<file path="config.mk">
export PLATFORM = sky130hd
export DESIGN_NAME = ums_top
export DESIGN_NICKNAME = d
export VERILOG_FILES = /design/src/hw/ums_pkg.sv /design/src/hw/ums_top.sv
export SDC_FILE = /design/constraint.sdc
export NUM_CORES = 1
export LEC_CHECK = 0
export ABC_AREA = 1
export BUFFER_PORTS_ARGS = -buffer_cell sky130_fd_sc_hd__clkbuf_2
export CAP_MARGIN = 10
export CORE_UTILIZATION = 40
export CTS_CLUSTER_DIAMETER = 100
export DETAILED_ROUTE_END_ITERATION = 16
export SYNTH_ARGS = -nofsm -noshare
export SYNTH_HDL_FRONTEND = slang
export SYNTH_SLANG_ARGS = --single-unit
</file>
<file path="constraint.sdc">
create_clock -name core_clk -period 9.3 [get_ports core_clk]
set_input_delay 0.93 -clock core_clk [delete_from_list [all_inputs] [get_ports core_clk]]
set_output_delay 0.93 -clock core_clk [all_outputs]
set_load 0.005 [all_outputs]
</file>
<file path="src/hw/ums_pkg.sv">
package ums_pkg;
  // ----------------------------------------
  // register map
  // ----------------------------------------
  localparam logic [7:0] OFS_TX_PORT = 8'h00;
  localparam logic [7:0] OFS_IER = 8'h04;
  localparam logic [7:0] OFS_MSR = 8'h14;
  localparam logic [7:0] OFS_FSR = 8'h18;
  localparam int IER_MODEM_BIT = 0;
  localparam int MSR_LEVEL_BIT = 8;
  localparam int MSR_PIN_BIT = 4;
  localparam int MSR_CHG_BIT = 0;
  localparam int FSR_IDLE_BIT = 28;
  localparam int FSR_OVF_BIT = 24;
  localparam int FSR_FULL_BIT = 23;
  localparam int FSR_EMPTY_BIT = 22;
  localparam int FSR_LVL_LSB = 16;
  localparam int FSR_LVL_W = 6;
  localparam int FSR_RXE_BIT = 14;
  localparam logic [31:0] MSR_RESET = 32'h0000_0110;
  localparam logic [31:0] FSR_RESET = 32'h1040_4000;
  localparam logic IER_RESET = 1'h0;
  // ----------------------------------------
  // fifo depths, bus answers
  // ----------------------------------------
  localparam int DEPTH_CH0 = 64;
  localparam int DEPTH_OTHER = 16;
  localparam int NO_MODEM_CHANNEL = 2;
  localparam logic [1:0] RESP_OKAY = 2'h0;
  localparam logic [1:0] RESP_SLVERR = 2'h2;
  typedef enum logic [1:0] {
    UMS_WR_WAIT = 2'b01,
    UMS_WR_RESP = 2'b10
  } ums_wr_state_t;
endpackage : ums_pkg

</file>
<file path="src/hw/ums_top.sv">
// How it works
// - active-level bit sets cts polarity
// - pin-state bit mirrors sampled cts level
// - any cts edge sets sticky change flag
// - flag and enable raise modem interrupt
// - write one clears change flag
// - channel two: modem register reads zero
// - modem register resets to 0x110
// - fifo status resets to 0x10404000
// - idle only when fifo empty, shifter done
// - idle drops while data queued or sending
// - write when full flags overflow, drops byte
// - overflow: write one clears, never sets
// - full flag when occupancy equals depth
// - empty set when last byte leaves
// - empty clears on holding-port write
// - six-bit transmit level field
// - level counts writes up, loads down
// - full reads level zero; then depth-1
//
// Added by the designer: the AXI4-Lite register port.
`timescale 1ns/1ps
`default_nettype none
module ums_top import ums_pkg::*; #(
  parameter int CHANNEL = 0,
  parameter int DEPTH = (CHANNEL == 0) ? DEPTH_CH0 : DEPTH_OTHER
) (
  input wire logic core_clk,
  input wire logic rst,
  input wire logic [7:0] s_axi_awaddr,
  input wire logic s_axi_awvalid,
  output logic s_axi_awready,
  input wire logic [31:0] s_axi_wdata,
  input wire logic [3:0] s_axi_wstrb,
  input wire logic s_axi_wvalid,
  output logic s_axi_wready,
  output logic [1:0] s_axi_bresp,
  output logic s_axi_bvalid,
  input wire logic s_axi_bready,
  input wire logic [7:0] s_axi_araddr,
  input wire logic s_axi_arvalid,
  output logic s_axi_arready,
  output logic [31:0] s_axi_rdata,
  output logic [1:0] s_axi_rresp,
  output logic s_axi_rvalid,
  input wire logic s_axi_rready,
  input wire logic cts_pin,
  output logic cts_asserted,
  output logic modem_irq,
  output logic [7:0] tx_byte,
  output logic tx_valid,
  input wire logic tx_ready,
  input wire logic shift_busy
);
  localparam int AW = (DEPTH > 1) ? $clog2(DEPTH) : 1;
  localparam int CW = $clog2(DEPTH + 1);
  localparam logic HAS_MODEM = (CHANNEL != NO_MODEM_CHANNEL);

  function automatic logic fn_mapped(input logic [7:0] a);
    return (a == OFS_TX_PORT) || (a == OFS_IER) || (a == OFS_MSR) || (a == OFS_FSR);
  endfunction : fn_mapped

  // ----------------------------------------
  // write channel
  // ----------------------------------------
  ums_wr_state_t wr_state;
  logic aw_held, w_held;
  logic [7:0] aw_addr;
  logic [31:0] w_data;
  logic [3:0] w_strb;
  logic aw_take, w_take, wr_go;
  logic [7:0] cur_addr;
  logic [31:0] cur_data;
  logic [3:0] cur_strb;

  assign s_axi_awready = (wr_state == UMS_WR_WAIT) && !aw_held;
  assign s_axi_wready = (wr_state == UMS_WR_WAIT) && !w_held;
  assign s_axi_bvalid = (wr_state == UMS_WR_RESP);
  assign aw_take = s_axi_awvalid && s_axi_awready;
  assign w_take = s_axi_wvalid && s_axi_wready;
  assign wr_go = (wr_state == UMS_WR_WAIT) && (aw_held || aw_take) && (w_held || w_take);
  assign cur_addr = aw_held ? aw_addr : s_axi_awaddr;
  assign cur_data = w_held ? w_data : s_axi_wdata;
  assign cur_strb = w_held ? w_strb : s_axi_wstrb;

  always_ff @(posedge core_clk or posedge rst) begin
    if (rst) begin
      wr_state <= UMS_WR_WAIT;
    end else begin
      case (wr_state)
        UMS_WR_WAIT: if (wr_go) wr_state <= UMS_WR_RESP;
        UMS_WR_RESP: if (s_axi_bready) wr_state <= UMS_WR_WAIT;
        default: wr_state <= UMS_WR_WAIT;
      endcase
    end
  end

  always_ff @(posedge core_clk or posedge rst) begin
    if (rst) begin
      aw_held <= 1'b0;
      w_held <= 1'b0;
      aw_addr <= 8'h00;
      w_data <= 32'h0000_0000;
      w_strb <= 4'h0;
      s_axi_bresp <= RESP_OKAY;
    end else begin
      if (wr_go) aw_held <= 1'b0;
      else if (aw_take) aw_held <= 1'b1;
      if (wr_go) w_held <= 1'b0;
      else if (w_take) w_held <= 1'b1;
      if (aw_take) aw_addr <= s_axi_awaddr;
      if (w_take) begin
        w_data <= s_axi_wdata;
        w_strb <= s_axi_wstrb;
      end
      if (wr_go) s_axi_bresp <= fn_mapped(cur_addr) ? RESP_OKAY : RESP_SLVERR;
    end
  end

  // ----------------------------------------
  // register writes
  // ----------------------------------------
  logic modem_irq_enable, cts_active_level, cts_change_flag, tx_overflow_flag;
  logic wr_ier, wr_msr, wr_fsr, push_req, push_ok, pop;
  assign wr_ier = wr_go && (cur_addr == OFS_IER);
  assign wr_msr = wr_go && (cur_addr == OFS_MSR) && HAS_MODEM;
  assign wr_fsr = wr_go && (cur_addr == OFS_FSR);
  assign push_req = wr_go && (cur_addr == OFS_TX_PORT) && cur_strb[0];

  always_ff @(posedge core_clk or posedge rst) begin
    if (rst) begin
      modem_irq_enable <= IER_RESET;
      cts_active_level <= MSR_RESET[MSR_LEVEL_BIT];
    end else begin
      if (wr_ier && cur_strb[IER_MODEM_BIT / 8]) modem_irq_enable <= cur_data[IER_MODEM_BIT];
      if (wr_msr && cur_strb[MSR_LEVEL_BIT / 8]) cts_active_level <= cur_data[MSR_LEVEL_BIT];
    end
  end

  // ----------------------------------------
  // cts synchronizer and change flag
  // ----------------------------------------
  logic cts_meta, cts_pin_state, cts_prev, cts_edge, chg_clear;
  always_ff @(posedge core_clk or posedge rst) begin
    if (rst) begin
      cts_meta <= MSR_RESET[MSR_PIN_BIT];
      cts_pin_state <= MSR_RESET[MSR_PIN_BIT];
      cts_prev <= MSR_RESET[MSR_PIN_BIT];
    end else begin
      cts_meta <= cts_pin;
      cts_pin_state <= cts_meta;
      cts_prev <= cts_pin_state;
    end
  end
  assign cts_edge = HAS_MODEM && (cts_pin_state != cts_prev);
  assign chg_clear = wr_msr && cur_strb[MSR_CHG_BIT / 8] && cur_data[MSR_CHG_BIT];

  always_ff @(posedge core_clk or posedge rst) begin
    if (rst) begin
      cts_change_flag <= MSR_RESET[MSR_CHG_BIT];
    end else if (cts_edge) begin
      cts_change_flag <= 1'b1;
    end else if (chg_clear) begin
      cts_change_flag <= 1'b0;
    end
  end
  assign cts_asserted = HAS_MODEM && (cts_pin_state == cts_active_level);
  assign modem_irq = cts_change_flag && modem_irq_enable;

  // ----------------------------------------
  // transmit fifo
  // ----------------------------------------
  logic [7:0] mem [DEPTH];
  logic [AW-1:0] wr_ptr, rd_ptr;
  logic [CW-1:0] count;
  logic fifo_full, fifo_empty, tx_idle;
  logic [FSR_LVL_W-1:0] tx_level;
  assign fifo_full = (count == CW'(DEPTH));
  assign fifo_empty = (count == '0);
  assign push_ok = push_req && !fifo_full;
  assign pop = tx_valid && tx_ready;
  assign tx_valid = !fifo_empty;
  assign tx_byte = mem[rd_ptr];
  assign tx_idle = fifo_empty && !shift_busy;
  assign tx_level = fifo_full ? '0 : FSR_LVL_W'(count);

  always_ff @(posedge core_clk) begin
    if (push_ok) mem[wr_ptr] <= cur_data[7:0];
  end

  always_ff @(posedge core_clk or posedge rst) begin
    if (rst) begin
      wr_ptr <= '0;
      rd_ptr <= '0;
      count <= '0;
    end else begin
      if (push_ok) wr_ptr <= (wr_ptr == AW'(DEPTH - 1)) ? '0 : wr_ptr + 1'b1;
      if (pop) rd_ptr <= (rd_ptr == AW'(DEPTH - 1)) ? '0 : rd_ptr + 1'b1;
      case ({push_ok, pop})
        2'b10: count <= count + 1'b1;
        2'b01: count <= count - 1'b1;
        default: count <= count;
      endcase
    end
  end

  always_ff @(posedge core_clk or posedge rst) begin
    if (rst) begin
      tx_overflow_flag <= FSR_RESET[FSR_OVF_BIT];
    end else if (push_req && fifo_full) begin
      tx_overflow_flag <= 1'b1;
    end else if (wr_fsr && cur_strb[FSR_OVF_BIT / 8] && cur_data[FSR_OVF_BIT]) begin
      tx_overflow_flag <= 1'b0;
    end
  end

  // ----------------------------------------
  // read channel
  // ----------------------------------------
  logic [31:0] msr_value, fsr_value, rd_value;
  always_comb begin
    msr_value = 32'h0000_0000;
    if (HAS_MODEM) begin
      msr_value[MSR_LEVEL_BIT] = cts_active_level;
      msr_value[MSR_PIN_BIT] = cts_pin_state;
      msr_value[MSR_CHG_BIT] = cts_change_flag;
    end
    fsr_value = 32'h0000_0000;
    fsr_value[FSR_IDLE_BIT] = tx_idle;
    fsr_value[FSR_OVF_BIT] = tx_overflow_flag;
    fsr_value[FSR_FULL_BIT] = fifo_full;
    fsr_value[FSR_EMPTY_BIT] = fifo_empty;
    fsr_value[FSR_LVL_LSB +: FSR_LVL_W] = tx_level;
    fsr_value[FSR_RXE_BIT] = FSR_RESET[FSR_RXE_BIT];
    case (s_axi_araddr)
      OFS_IER: rd_value = {31'h0000_0000, modem_irq_enable};
      OFS_MSR: rd_value = msr_value;
      OFS_FSR: rd_value = fsr_value;
      default: rd_value = 32'h0000_0000;
    endcase
  end

  assign s_axi_arready = !s_axi_rvalid;
  always_ff @(posedge core_clk or posedge rst) begin
    if (rst) begin
      s_axi_rvalid <= 1'b0;
      s_axi_rdata <= 32'h0000_0000;
      s_axi_rresp <= RESP_OKAY;
    end else if (s_axi_arvalid && s_axi_arready) begin
      s_axi_rvalid <= 1'b1;
      s_axi_rdata <= rd_value;
      s_axi_rresp <= fn_mapped(s_axi_araddr) ? RESP_OKAY : RESP_SLVERR;
    end else if (s_axi_rready) begin
      s_axi_rvalid <= 1'b0;
    end
  end
endmodule : ums_top
`default_nettype wire

</file>
==> results of run 1 <==
[power breakdown]
part,internal [W],switching (W)
clock,0.00118,0.000956
sequential,0.00324,0.000119
combinational,0.000576,0.00177
[per-stage QoR]
stage / hold WS (ps) / util, % / cell area (µm²) / cells / setup WS (ps)
2_1_floorplan: 345.2 / - / 24570 / 2317 / 5111
3_3_place_gp: 345.8 / 42.19 / 25510 / 3057 / 4972
3_5_place_dp: 347.8 / 42.19 / 25510 / 3057 / 4975
4_1_cts: 356.8 / 45.00 / 27210 / 3161 / 4294
5_1_grt: 364.9 / 45.00 / 27210 / 3161 / 4030
6_report: 355.5 / 45.00 / 27210 / 3161 / 4242
[Yosys cell counts, types with 5 or more instances]
library cell	number	area share (%)
buf_2	32	0.65
nand4_1	6	0.15
clkbuf_1	59	0.90
nor3_1	6	0.12
dfrtp_1	63	6.4
o21ai_0	61	1.2
edfxtp_1	512	63
buf_4	20	0.61
nor2_1	104	1.6
nand3_4	6	0.43
dfstp_2	5	0.54
nand2_1	901	14
a21oi_1	79	1.6
inv_1	75	1.1
nand3_1	307	6.3
xor2_1	6	0.21
ha_1	5	0.26
buf_1	20	0.31
[path summary, 6_finish.rpt]
kind	from	endpoint	slack [ps]	cells after the start
max	rd_ptr[0]	tx_byte[3]	4240	13
min	cts_meta	cts_pin_state	360	0
max reg2reg	aw_held	mem[10][2]	5320	8
min reg2reg	cts_meta	cts_pin_state	360	0
max in group asynchronous	rst	rd_ptr[0]	8040	3
min in group asynchronous	rst	w_data[6]	540	3
[flip-flops by register name, indices dropped and copies added, names as in the netlist]
register / flops
s_axi_rvalid: 1
aw_held: 1
mem: 512
cts_pin_state: 1
cts_active_level: 1
s_axi_bresp: 1
w_strb: 3
tx_overflow_flag: 1
w_data: 10
wr_state: 2
cts_prev: 1
aw_addr: 8
s_axi_rresp: 1
count: 7
modem_irq_enable: 1
wr_ptr: 6
cts_meta: 1
w_held: 1
rd_ptr: 6
s_axi_rdata: 14
cts_change_flag: 1
[cell families after synthesis]
family / synth area share (%)
buf+inv: 3.815
simple gates: 22.74
compound gates: 3.054
xor+xnor: 0.3575
other cells: 0.01531
mux: 0.04086
flops: 69.73
fa+ha+maj: 0.2553
[cell type report]
cell class	instances	share of cell area, %
inverters	79	1.108
multi-input cells	1525	24.39
repair buffers	91	1.867
flip-flops and latches	580	62.79
clock buffers	78	5.642
clock inverters	26	0.6023
well taps	782	3.596
[critical path: cells and delay by family, from the launching register on]
| family | cells | cell delay, ps |
|---|---|---|
| buffers and inverters | 3 | 1520 |
| and+or+nand+nor | 10 | 1030 |
| DFF | 1 | 690 |
[metal layers]
| metal | global-route usage [%] | wire [µm] |
|---|---|---|
| met1 | 25.51 | 25250 |
| met2 | 32.31 | 29330 |
| met3 | 2.670 | 3288 |
| met4 | 6.878 | 1911 |
| met5 | 0 | 0 |
[cell usage in the layout (no fill, tap or decap), types with 2 or more instances in the layout]
master / Yosys / final
nor3_1: 6 / 6
clkinv_2: 0 / 7
nand4_1: 6 / 6
nand2_2: 4 / 4
inv_6: 0 / 3
clkinvlp_4: 0 / 3
edfxtp_1: 512 / 512
inv_2: 2 / 5
clkbuf_1: 59 / 18
o21ai_0: 61 / 54
clkbuf_16: 0 / 57
clkinv_1: 2 / 14
o21ai_1: 3 / 3
inv_1: 75 / 70
clkbuf_2: 0 / 70
dfstp_2: 5 / 5
dfrtp_1: 63 / 61
nor2_4: 2 / 3
o31ai_1: 2 / 2
buf_4: 20 / 21
xor2_1: 6 / 6
nand3_4: 6 / 6
ha_1: 5 / 5
clkinv_4: 0 / 2
o21ai_4: 0 / 7
nand3b_1: 3 / 3
conb_1: 1 / 20
xnor2_1: 4 / 4
nand2_1: 901 / 901
clkbuf_8: 0 / 3
nor2_1: 104 / 104
nand3_1: 307 / 307
a21oi_1: 79 / 79
==> impl_metrics.json, run 1 <==
{
  "crit_top_cell": "nand2_1",
  "cp-start-kind": "register",
  "clk_pin_slew_ps": 60,
  "crit_arrival_ps": 4130,
  "power.density_nw_per_um2": 288.0,
  "maxSlewViolCount": 0,
  "antennaDiodeCount": 0,
  "antenna_found_initial": 0,
  "n_fill_cell": 5445,
  "setup_violations": 0,
  "postCtsSetupRepairBufs": 0,
  "gp_congestion": 0.8220,
  "drt-initial-drc-count": 1343,
  "nNetsFinal": 2400,
  "io_buffer_count": 70,
  "cts_max_path_buffers": 3,
  "cts_root_buffer": "clkbuf_16",
  "synthCells": 2298,
  "clk_latency_ps": 630,
  "die_w_um": 249.5,
  "p_leak_nw": 10.44,
  "async_reset_ff_share_pct": 11.72,
  "hold_viol_final": 0,
  "ys.flop_type": "edfxtp_1",
  "coreArea_um2": 60470,
  "regArea_um2": 17090,
  "ys_warn_count": 0,
  "worstMarginPinSlew_ps": 1001,
  "post-route-period-util_pct": 54.39,
  "grt_overflow": 0,
  "power_w": 0.007838,
  "ioPinCount": 114,
  "synth_edf_count": 512,
  "die_area_um2": 62240,
  "wirelength_um": 59770,
  "place_hpwl_um": 34050,
  "drc_errors": 0,
  "vias": 16390,
  "status": "complete, no violations",
  "yosysSeqAreaShare_pct": 69.73,
  "dr.pass1.iters": 5,
  "track_usage_pct": 19.24,
  "maxCapViolCount": 0,
  "syn_area_um2": 24500,
  "min_path_type": "register to register",
  "worstSetupEndpointType": "primary output",
  "htree_num_levels": 2,
  "postRouteAntennaNets": 0,
  "cts_resized": 0,
  "cp_slowest_stage_delay_ps": 840,
  "cts_tree": "done",
  "clock.fmax_mhz": 197.7,
  "max-slew-margin-rel_pct": 32.75,
  "multi_input_area_um2": 6638,
  "avgViaCountPerCell": 5.185,
  "grt_pass1_wl_um": 92140,
  "drive_above_1_share_pct": 8.449,
  "rsz0062_at_grt": "no",
  "ir_drop_uv": 257.0,
  "crit_slowest_cell": "buf_4",
  "cp_max_fo": 100,
  "cts.sinks": 580,
  "grt_max_degree": 101,
  "postCtsHoldBufs": 0,
  "crit_type": "register to primary output",
  "die_y_um": 249.5,
  "worstPathRequired_ps": 8370,
  "setup_tns_ps": 0,
  "syn_area_per_cell_um2": 10.66,
  "grt_pass1_vias": 15890,
  "worstPathCellList": "inv_6 -> buf_4 -> nand2_1 -> nand2_1 -> nand2_1 -> nand2_1 -> nor2_1 -> nand2_1 -> nand3_1 -> nand2_1 -> nand2_1 -> nand2_1 -> clkbuf_2",
  "skew_ps": 34.17,
  "start_util_pct": 40.52,
  "detail_route.wl_per_cell_um": 18.91,
  "num_rows": 90,
  "cts_made_buffers": 56,
  "synth.distinct_cells": 34,
  "area_growth_pct": 11.07,
  "synth-seq-cells": 580,
  "min_period_ps": 5058
}
(Power assumes the default switching activity.)
==> run 2, diff against run 1 <==
Clock period 9.3 ns to 5.2 ns, I/O delays scaled along.
==> impl_metrics.json, run 2 (synthesis gave the netlist of run 1 again) <==
{
  "dpl_worst_slack_ps": 1297,
  "rsz0062_at_grt": "no",
  "setup_tns_ps": 0,
  "cts_resized": 0,
  "drt-initial-drc-count": 1382,
  "status": "complete, no violations",
  "crit_type": "register to primary output",
  "io_buffer_count": 70,
  "antenna_found_initial": 0,
  "htree_num_levels": 2,
  "largest_register": "mem",
  "wirelength_um": 60200,
  "clk_pin_slew_ps": 60,
  "holdPathStages": 2,
  "setup_violations": 0,
  "grt_overflow": 0,
  "coreArea_um2": 60470,
  "clk_latency_ps": 620,
  "biggestRegsByFlops": "mem x512, s_axi_rdata x14, w_data x10",
  "maxSlewViolCount": 0,
  "antennaDiodeCount": 0,
  "dr.pass1.iters": 5,
  "nNetsFinal": 2414,
  "rr_worst_depth": 8,
  "dpl-instance-area_um2": 25630,
  "ioPinCount": 114,
  "maxCapViolCount": 0,
  "post-route-period-util_pct": 87.31,
  "r2r-end": "mem[51][6]",
  "hold_viol_final": 0,
  "vias": 16460,
  "postCtsHoldBufs": 1,
  "place_inst": 3069,
  "power.density_nw_per_um2": 526.4,
  "holdCritStartpoint": "s_axi_rready",
  "start_util_pct": 40.52,
  "grt_max_degree": 204,
  "die_w_um": 249.5,
  "stdcell_count": 3175,
  "skew_ps": 19.17,
  "layout_common_cells": "901 x nand2_1, 512 x edfxtp_1, 307 x nand3_1",
  "cts_max_path_buffers": 3,
  "postCtsSetupRepairBufs": 0,
  "grt_pass1_vias": 16080,
  "min_period_ps": 4540,
  "cts_tree": "done",
  "max-slew-margin-rel_pct": 14.03,
  "reg2reg_slack_ps": 1820,
  "worstMarginPinSlew_ps": 1290,
  "min_path_type": "input pin to register",
  "cp-start-kind": "register",
  "track_usage_pct": 19.52,
  "cts.sinks": 580,
  "ir_drop_uv": 367.5,
  "die_area_um2": 62240,
  "clock.fmax_mhz": 220.2,
  "hold_end": "s_axi_rvalid",
  "detail_route.wl_per_cell_um": 18.96,
  "area_growth_pct": 12.63,
  "avgViaCountPerCell": 5.184,
  "fin_ws_ps": 659.6,
  "place_hpwl_um": 35250,
  "drive_above_1_share_pct": 9.235,
  "r2r_start": "aw_held",
  "die_y_um": 249.5,
  "final_core_util_pct": 45.63,
  "p_leak_nw": 10.64,
  "cts_root_buffer": "clkbuf_16",
  "gp_congestion": 0.8190,
  "num_rows": 90,
  "crit_arrival_ps": 4020,
  "final_cell_area_um2": 27590,
  "drc_errors": 0,
  "worstPathRequired_ps": 4680,
  "cp_max_fo": 28,
  "grt_pass1_wl_um": 93410,
  "final_common_cell": "nand2_1",
  "postRouteAntennaNets": 0,
  "cts_made_buffers": 56,
  "worstSetupEndpointType": "primary output",
  "largest_register_ff_count": 512
}
## run 2: cell type report
type / instances / area (µm²)
Clock buffer: 66 / 1523
Sequential cell: 580 / 17090
Inverter: 79 / 301.5
Clock inverter: 38 / 412.9
Multi-Input combinational cell: 1525 / 6638
Tap cell: 782 / 978.4
Fill cell: 5499 / 32880
Timing Repair Buffer: 105 / 653.1
## run 2: worst max path at each step
stage,depth (start not counted),to,from,slack [ps]
2_1_floorplan,4,mem[0][5],w_held,1080
3_3_place_gp,10,tx_byte[2],rd_ptr[1],1310
3_5_place_dp,10,tx_byte[2],rd_ptr[1],1300
4_1_cts,10,tx_byte[2],rd_ptr[1],610
5_1_grt,10,tx_byte[1],rd_ptr[1],470
6_report,10,tx_byte[5],rd_ptr[1],660
## run 2: stage by stage
stage               power (W)  hold slack (ps)
floorplan            0.008728            345.2
global placement      0.01028            346.1
detailed placement    0.01035            347.0
CTS                   0.01459            58.51
global route          0.01524            70.23
finish                0.01453            83.49
## run 2: worst max-delay path, cell delays in order, from the launching register on
cell	delay, ps
dfrtp_2	650
nand2_1	470
clkinv_1	930
buf_4	540
nand2_1	90
nand3_1	110
nand3_1	110
nand2_1	80
nand2_1	150
nand2_1	130
clkbuf_2	130
## run 2: report_power, final
part / switching (W) / internal [W] / total, W / leakage [nW]
sequential: 0.000201 / 0.00579 / 0.00599 / 5.47
clock: 0.00173 / 0.00253 / 0.00426 / 0.940
combinational: 0.00320 / 0.00107 / 0.00427 / 4.23
total: 0.00514 / 0.00939 / 0.0145 / 10.6
## run 2: routing by layer
| metal | global-route usage [%] | share of wire, % |
|---|---|---|
| met1 | 25.04 | 42 |
| met5 | 0 | 0 |
| met4 | 5.961 | 2.8 |
| met3 | 3.004 | 5.8 |
| met2 | 33.99 | 50 |
==> run 3, diff against run 2 <==
Clock period 5.2 ns to 4.3 ns, I/O delays scaled along.
==> impl_metrics.json, run 3 (synthesis gave the netlist of run 1 again) <==
{
  "grt_max_degree": 132,
  "largest_register": "mem",
  "maxCapViolCount": 0,
  "worstMarginPinSlew_ps": 1142,
  "rr_worst_depth": 15,
  "start_util_pct": 40.52,
  "maxSlewViolCount": 0,
  "wirelength_um": 60310,
  "crit_slowest_cell": "dfrtp_2",
  "cp_slowest_stage_delay_ps": 670,
  "clock.fmax_mhz": 259.0,
  "crit_top_cell": "nand2_1",
  "detail_route.wl_per_cell_um": 18.94,
  "clk_latency_ps": 620,
  "antenna_found_initial": 0,
  "cp_max_fo": 58,
  "skew_ps": 20.27,
  "hold_end": "w_data[0]",
  "timing.critical_path.buf_inv": 3,
  "layout_common_cells": "901 x nand2_1, 512 x edfxtp_1, 307 x nand3_1",
  "worstPathRequired_ps": 3870,
  "nNetsFinal": 2421,
  "avgViaCountPerCell": 5.137,
  "biggestRegsByFlops": "mem x512, s_axi_rdata x14, w_data x10",
  "htree_num_levels": 2,
  "grt_pass1_vias": 16050,
  "gp_congestion": 0.8356,
  "cts_tree": "done",
  "power.density_nw_per_um2": 624.3,
  "area_growth_pct": 12.05,
  "dr.pass1.iters": 5,
  "ioPinCount": 114,
  "largest_register_ff_count": 512,
  "vias": 16360,
  "hold_viol_final": 0,
  "r2r_start": "count[1]",
  "final_common_cell": "nand2_1",
  "cp-start-kind": "register",
  "cts_made_buffers": 57,
  "crit_arrival_ps": 3430,
  "cts.sinks": 580,
  "ir_drop_uv": 412.2,
  "setup_violations": 0,
  "drc_errors": 0,
  "post-route-period-util_pct": 89.81,
  "reg2reg_slack_ps": 760,
  "track_usage_pct": 19.52,
  "die_y_um": 249.5,
  "min_path_type": "input pin to register",
  "max-slew-margin-rel_pct": 23.56,
  "path_delay_family": "simple AND/OR/NAND/NOR gates",
  "holdCritStartpoint": "s_axi_wdata[0]",
  "holdPathStages": 3,
  "r2r-end": "count[4]",
  "cts_root_buffer": "clkbuf_16",
  "num_rows": 90,
  "io_buffer_count": 70,
  "place_hpwl_um": 35560,
  "die_area_um2": 62240,
  "worstPathCellList": "nand2_1 -> clkinv_1 -> buf_4 -> nand2_1 -> nand3_1 -> nand3_1 -> nand2_1 -> nand2_1 -> nand2_1 -> clkbuf_2",
  "grt_pass1_wl_um": 93830,
  "postRouteAntennaNets": 0,
  "rsz0062_at_grt": "no",
  "die_w_um": 249.5,
  "holdWs_ps": 46.03,
  "cts_max_path_buffers": 3,
  "clk_pin_slew_ps": 60,
  "grt_overflow": 0,
  "p_leak_nw": 10.57,
  "setup_tns_ps": 0,
  "drive_above_1_share_pct": 8.826,
  "crit_type": "register to primary output",
  "status": "complete, no violations",
  "min_period_ps": 3862,
  "drt-initial-drc-count": 1295,
  "coreArea_um2": 60470,
  "worstSetupEndpointType": "primary output"
}
run 3: cell types whose count changed in the layout (fill, tap and decap cells not counted), moves of 2 or more:
| cell | change |
|---|---|
| clkbuf_1 | +17 |
| clkinv_1 | -4 |
| dlygate4sd3_1 | +5 |
| clkinvlp_4 | -2 |
| bufinv_16 | -8 |
| buf_12 | +2 |
run 3: metrics by stage:
stage	instance area (µm²)	power, W	instances	setup slack, ps	utilization [%]
after floorplan	24570	0.01056	2317	176.3	-
after global placement	25680	0.01252	3071	841.8	42.47
after detailed placement	25680	0.01262	3071	815.0	42.47
after CTS	27450	0.01725	3184	437.0	45.39
after global routing	27450	0.01800	3184	259.9	45.39
final	27450	0.01714	3185	438.2	45.40
run 3: per-layer routing:
metal,global-route usage [%],part of all wire (%),vias up
met2,32.85,49,502
met1,25.61,42,7893
met4,6.790,2.9,0
met3,3.171,6.1,104
li1,-,-,7862
met5,0,0,-
run 3: cell type report:
class / instances / area (µm²)
diodes: 1 / 2.502
well taps: 782 / 978.4
multi-input cells: 1525 / 6638
fillers: 5470 / 33020
repair buffers: 111 / 735.7
clock inverters: 25 / 147.6
inverters: 79 / 301.5
clock buffers: 82 / 1562
flip-flops and latches: 580 / 17090
run 3: timing repair:
action,CTS,global route
resized for setup,0,0
endpoints found under the hold margin,14,0
setup endpoints to repair,0,0
buffers inserted,0,0
hold buffers,6,0
run 3: report_power, final:
| part | switching, W | leakage, nW | internal (W) |
|---|---|---|---|
| combinational | 0.00394 | 4.27 | 0.00130 |
| clock | 0.00206 | 0.832 | 0.00257 |
| sequential | 0.000246 | 5.47 | 0.00701 |
run 3: how the worst max path moves through the flow:
stage	slack (ps)	depth (start not counted)	from	end
2_1_floorplan	180	4	w_held	mem[0][5]
5_1_grt	260	11	rd_ptr[0]	tx_byte[4]
4_1_cts	440	10	rd_ptr[1]	tx_byte[2]
3_3_place_gp	840	15	count[4]	count[4]
6_report	440	10	rd_ptr[1]	tx_byte[4]
3_5_place_dp	810	15	count[4]	count[4]
run 3: worst register-to-register path, delay by kind of cell (launching register included):
family	cells	cell delay (ps)
buf+inv	2	230
simple gates	8	1700
flops	1	410
fa+ha+maj	2	630
compound gates	3	500
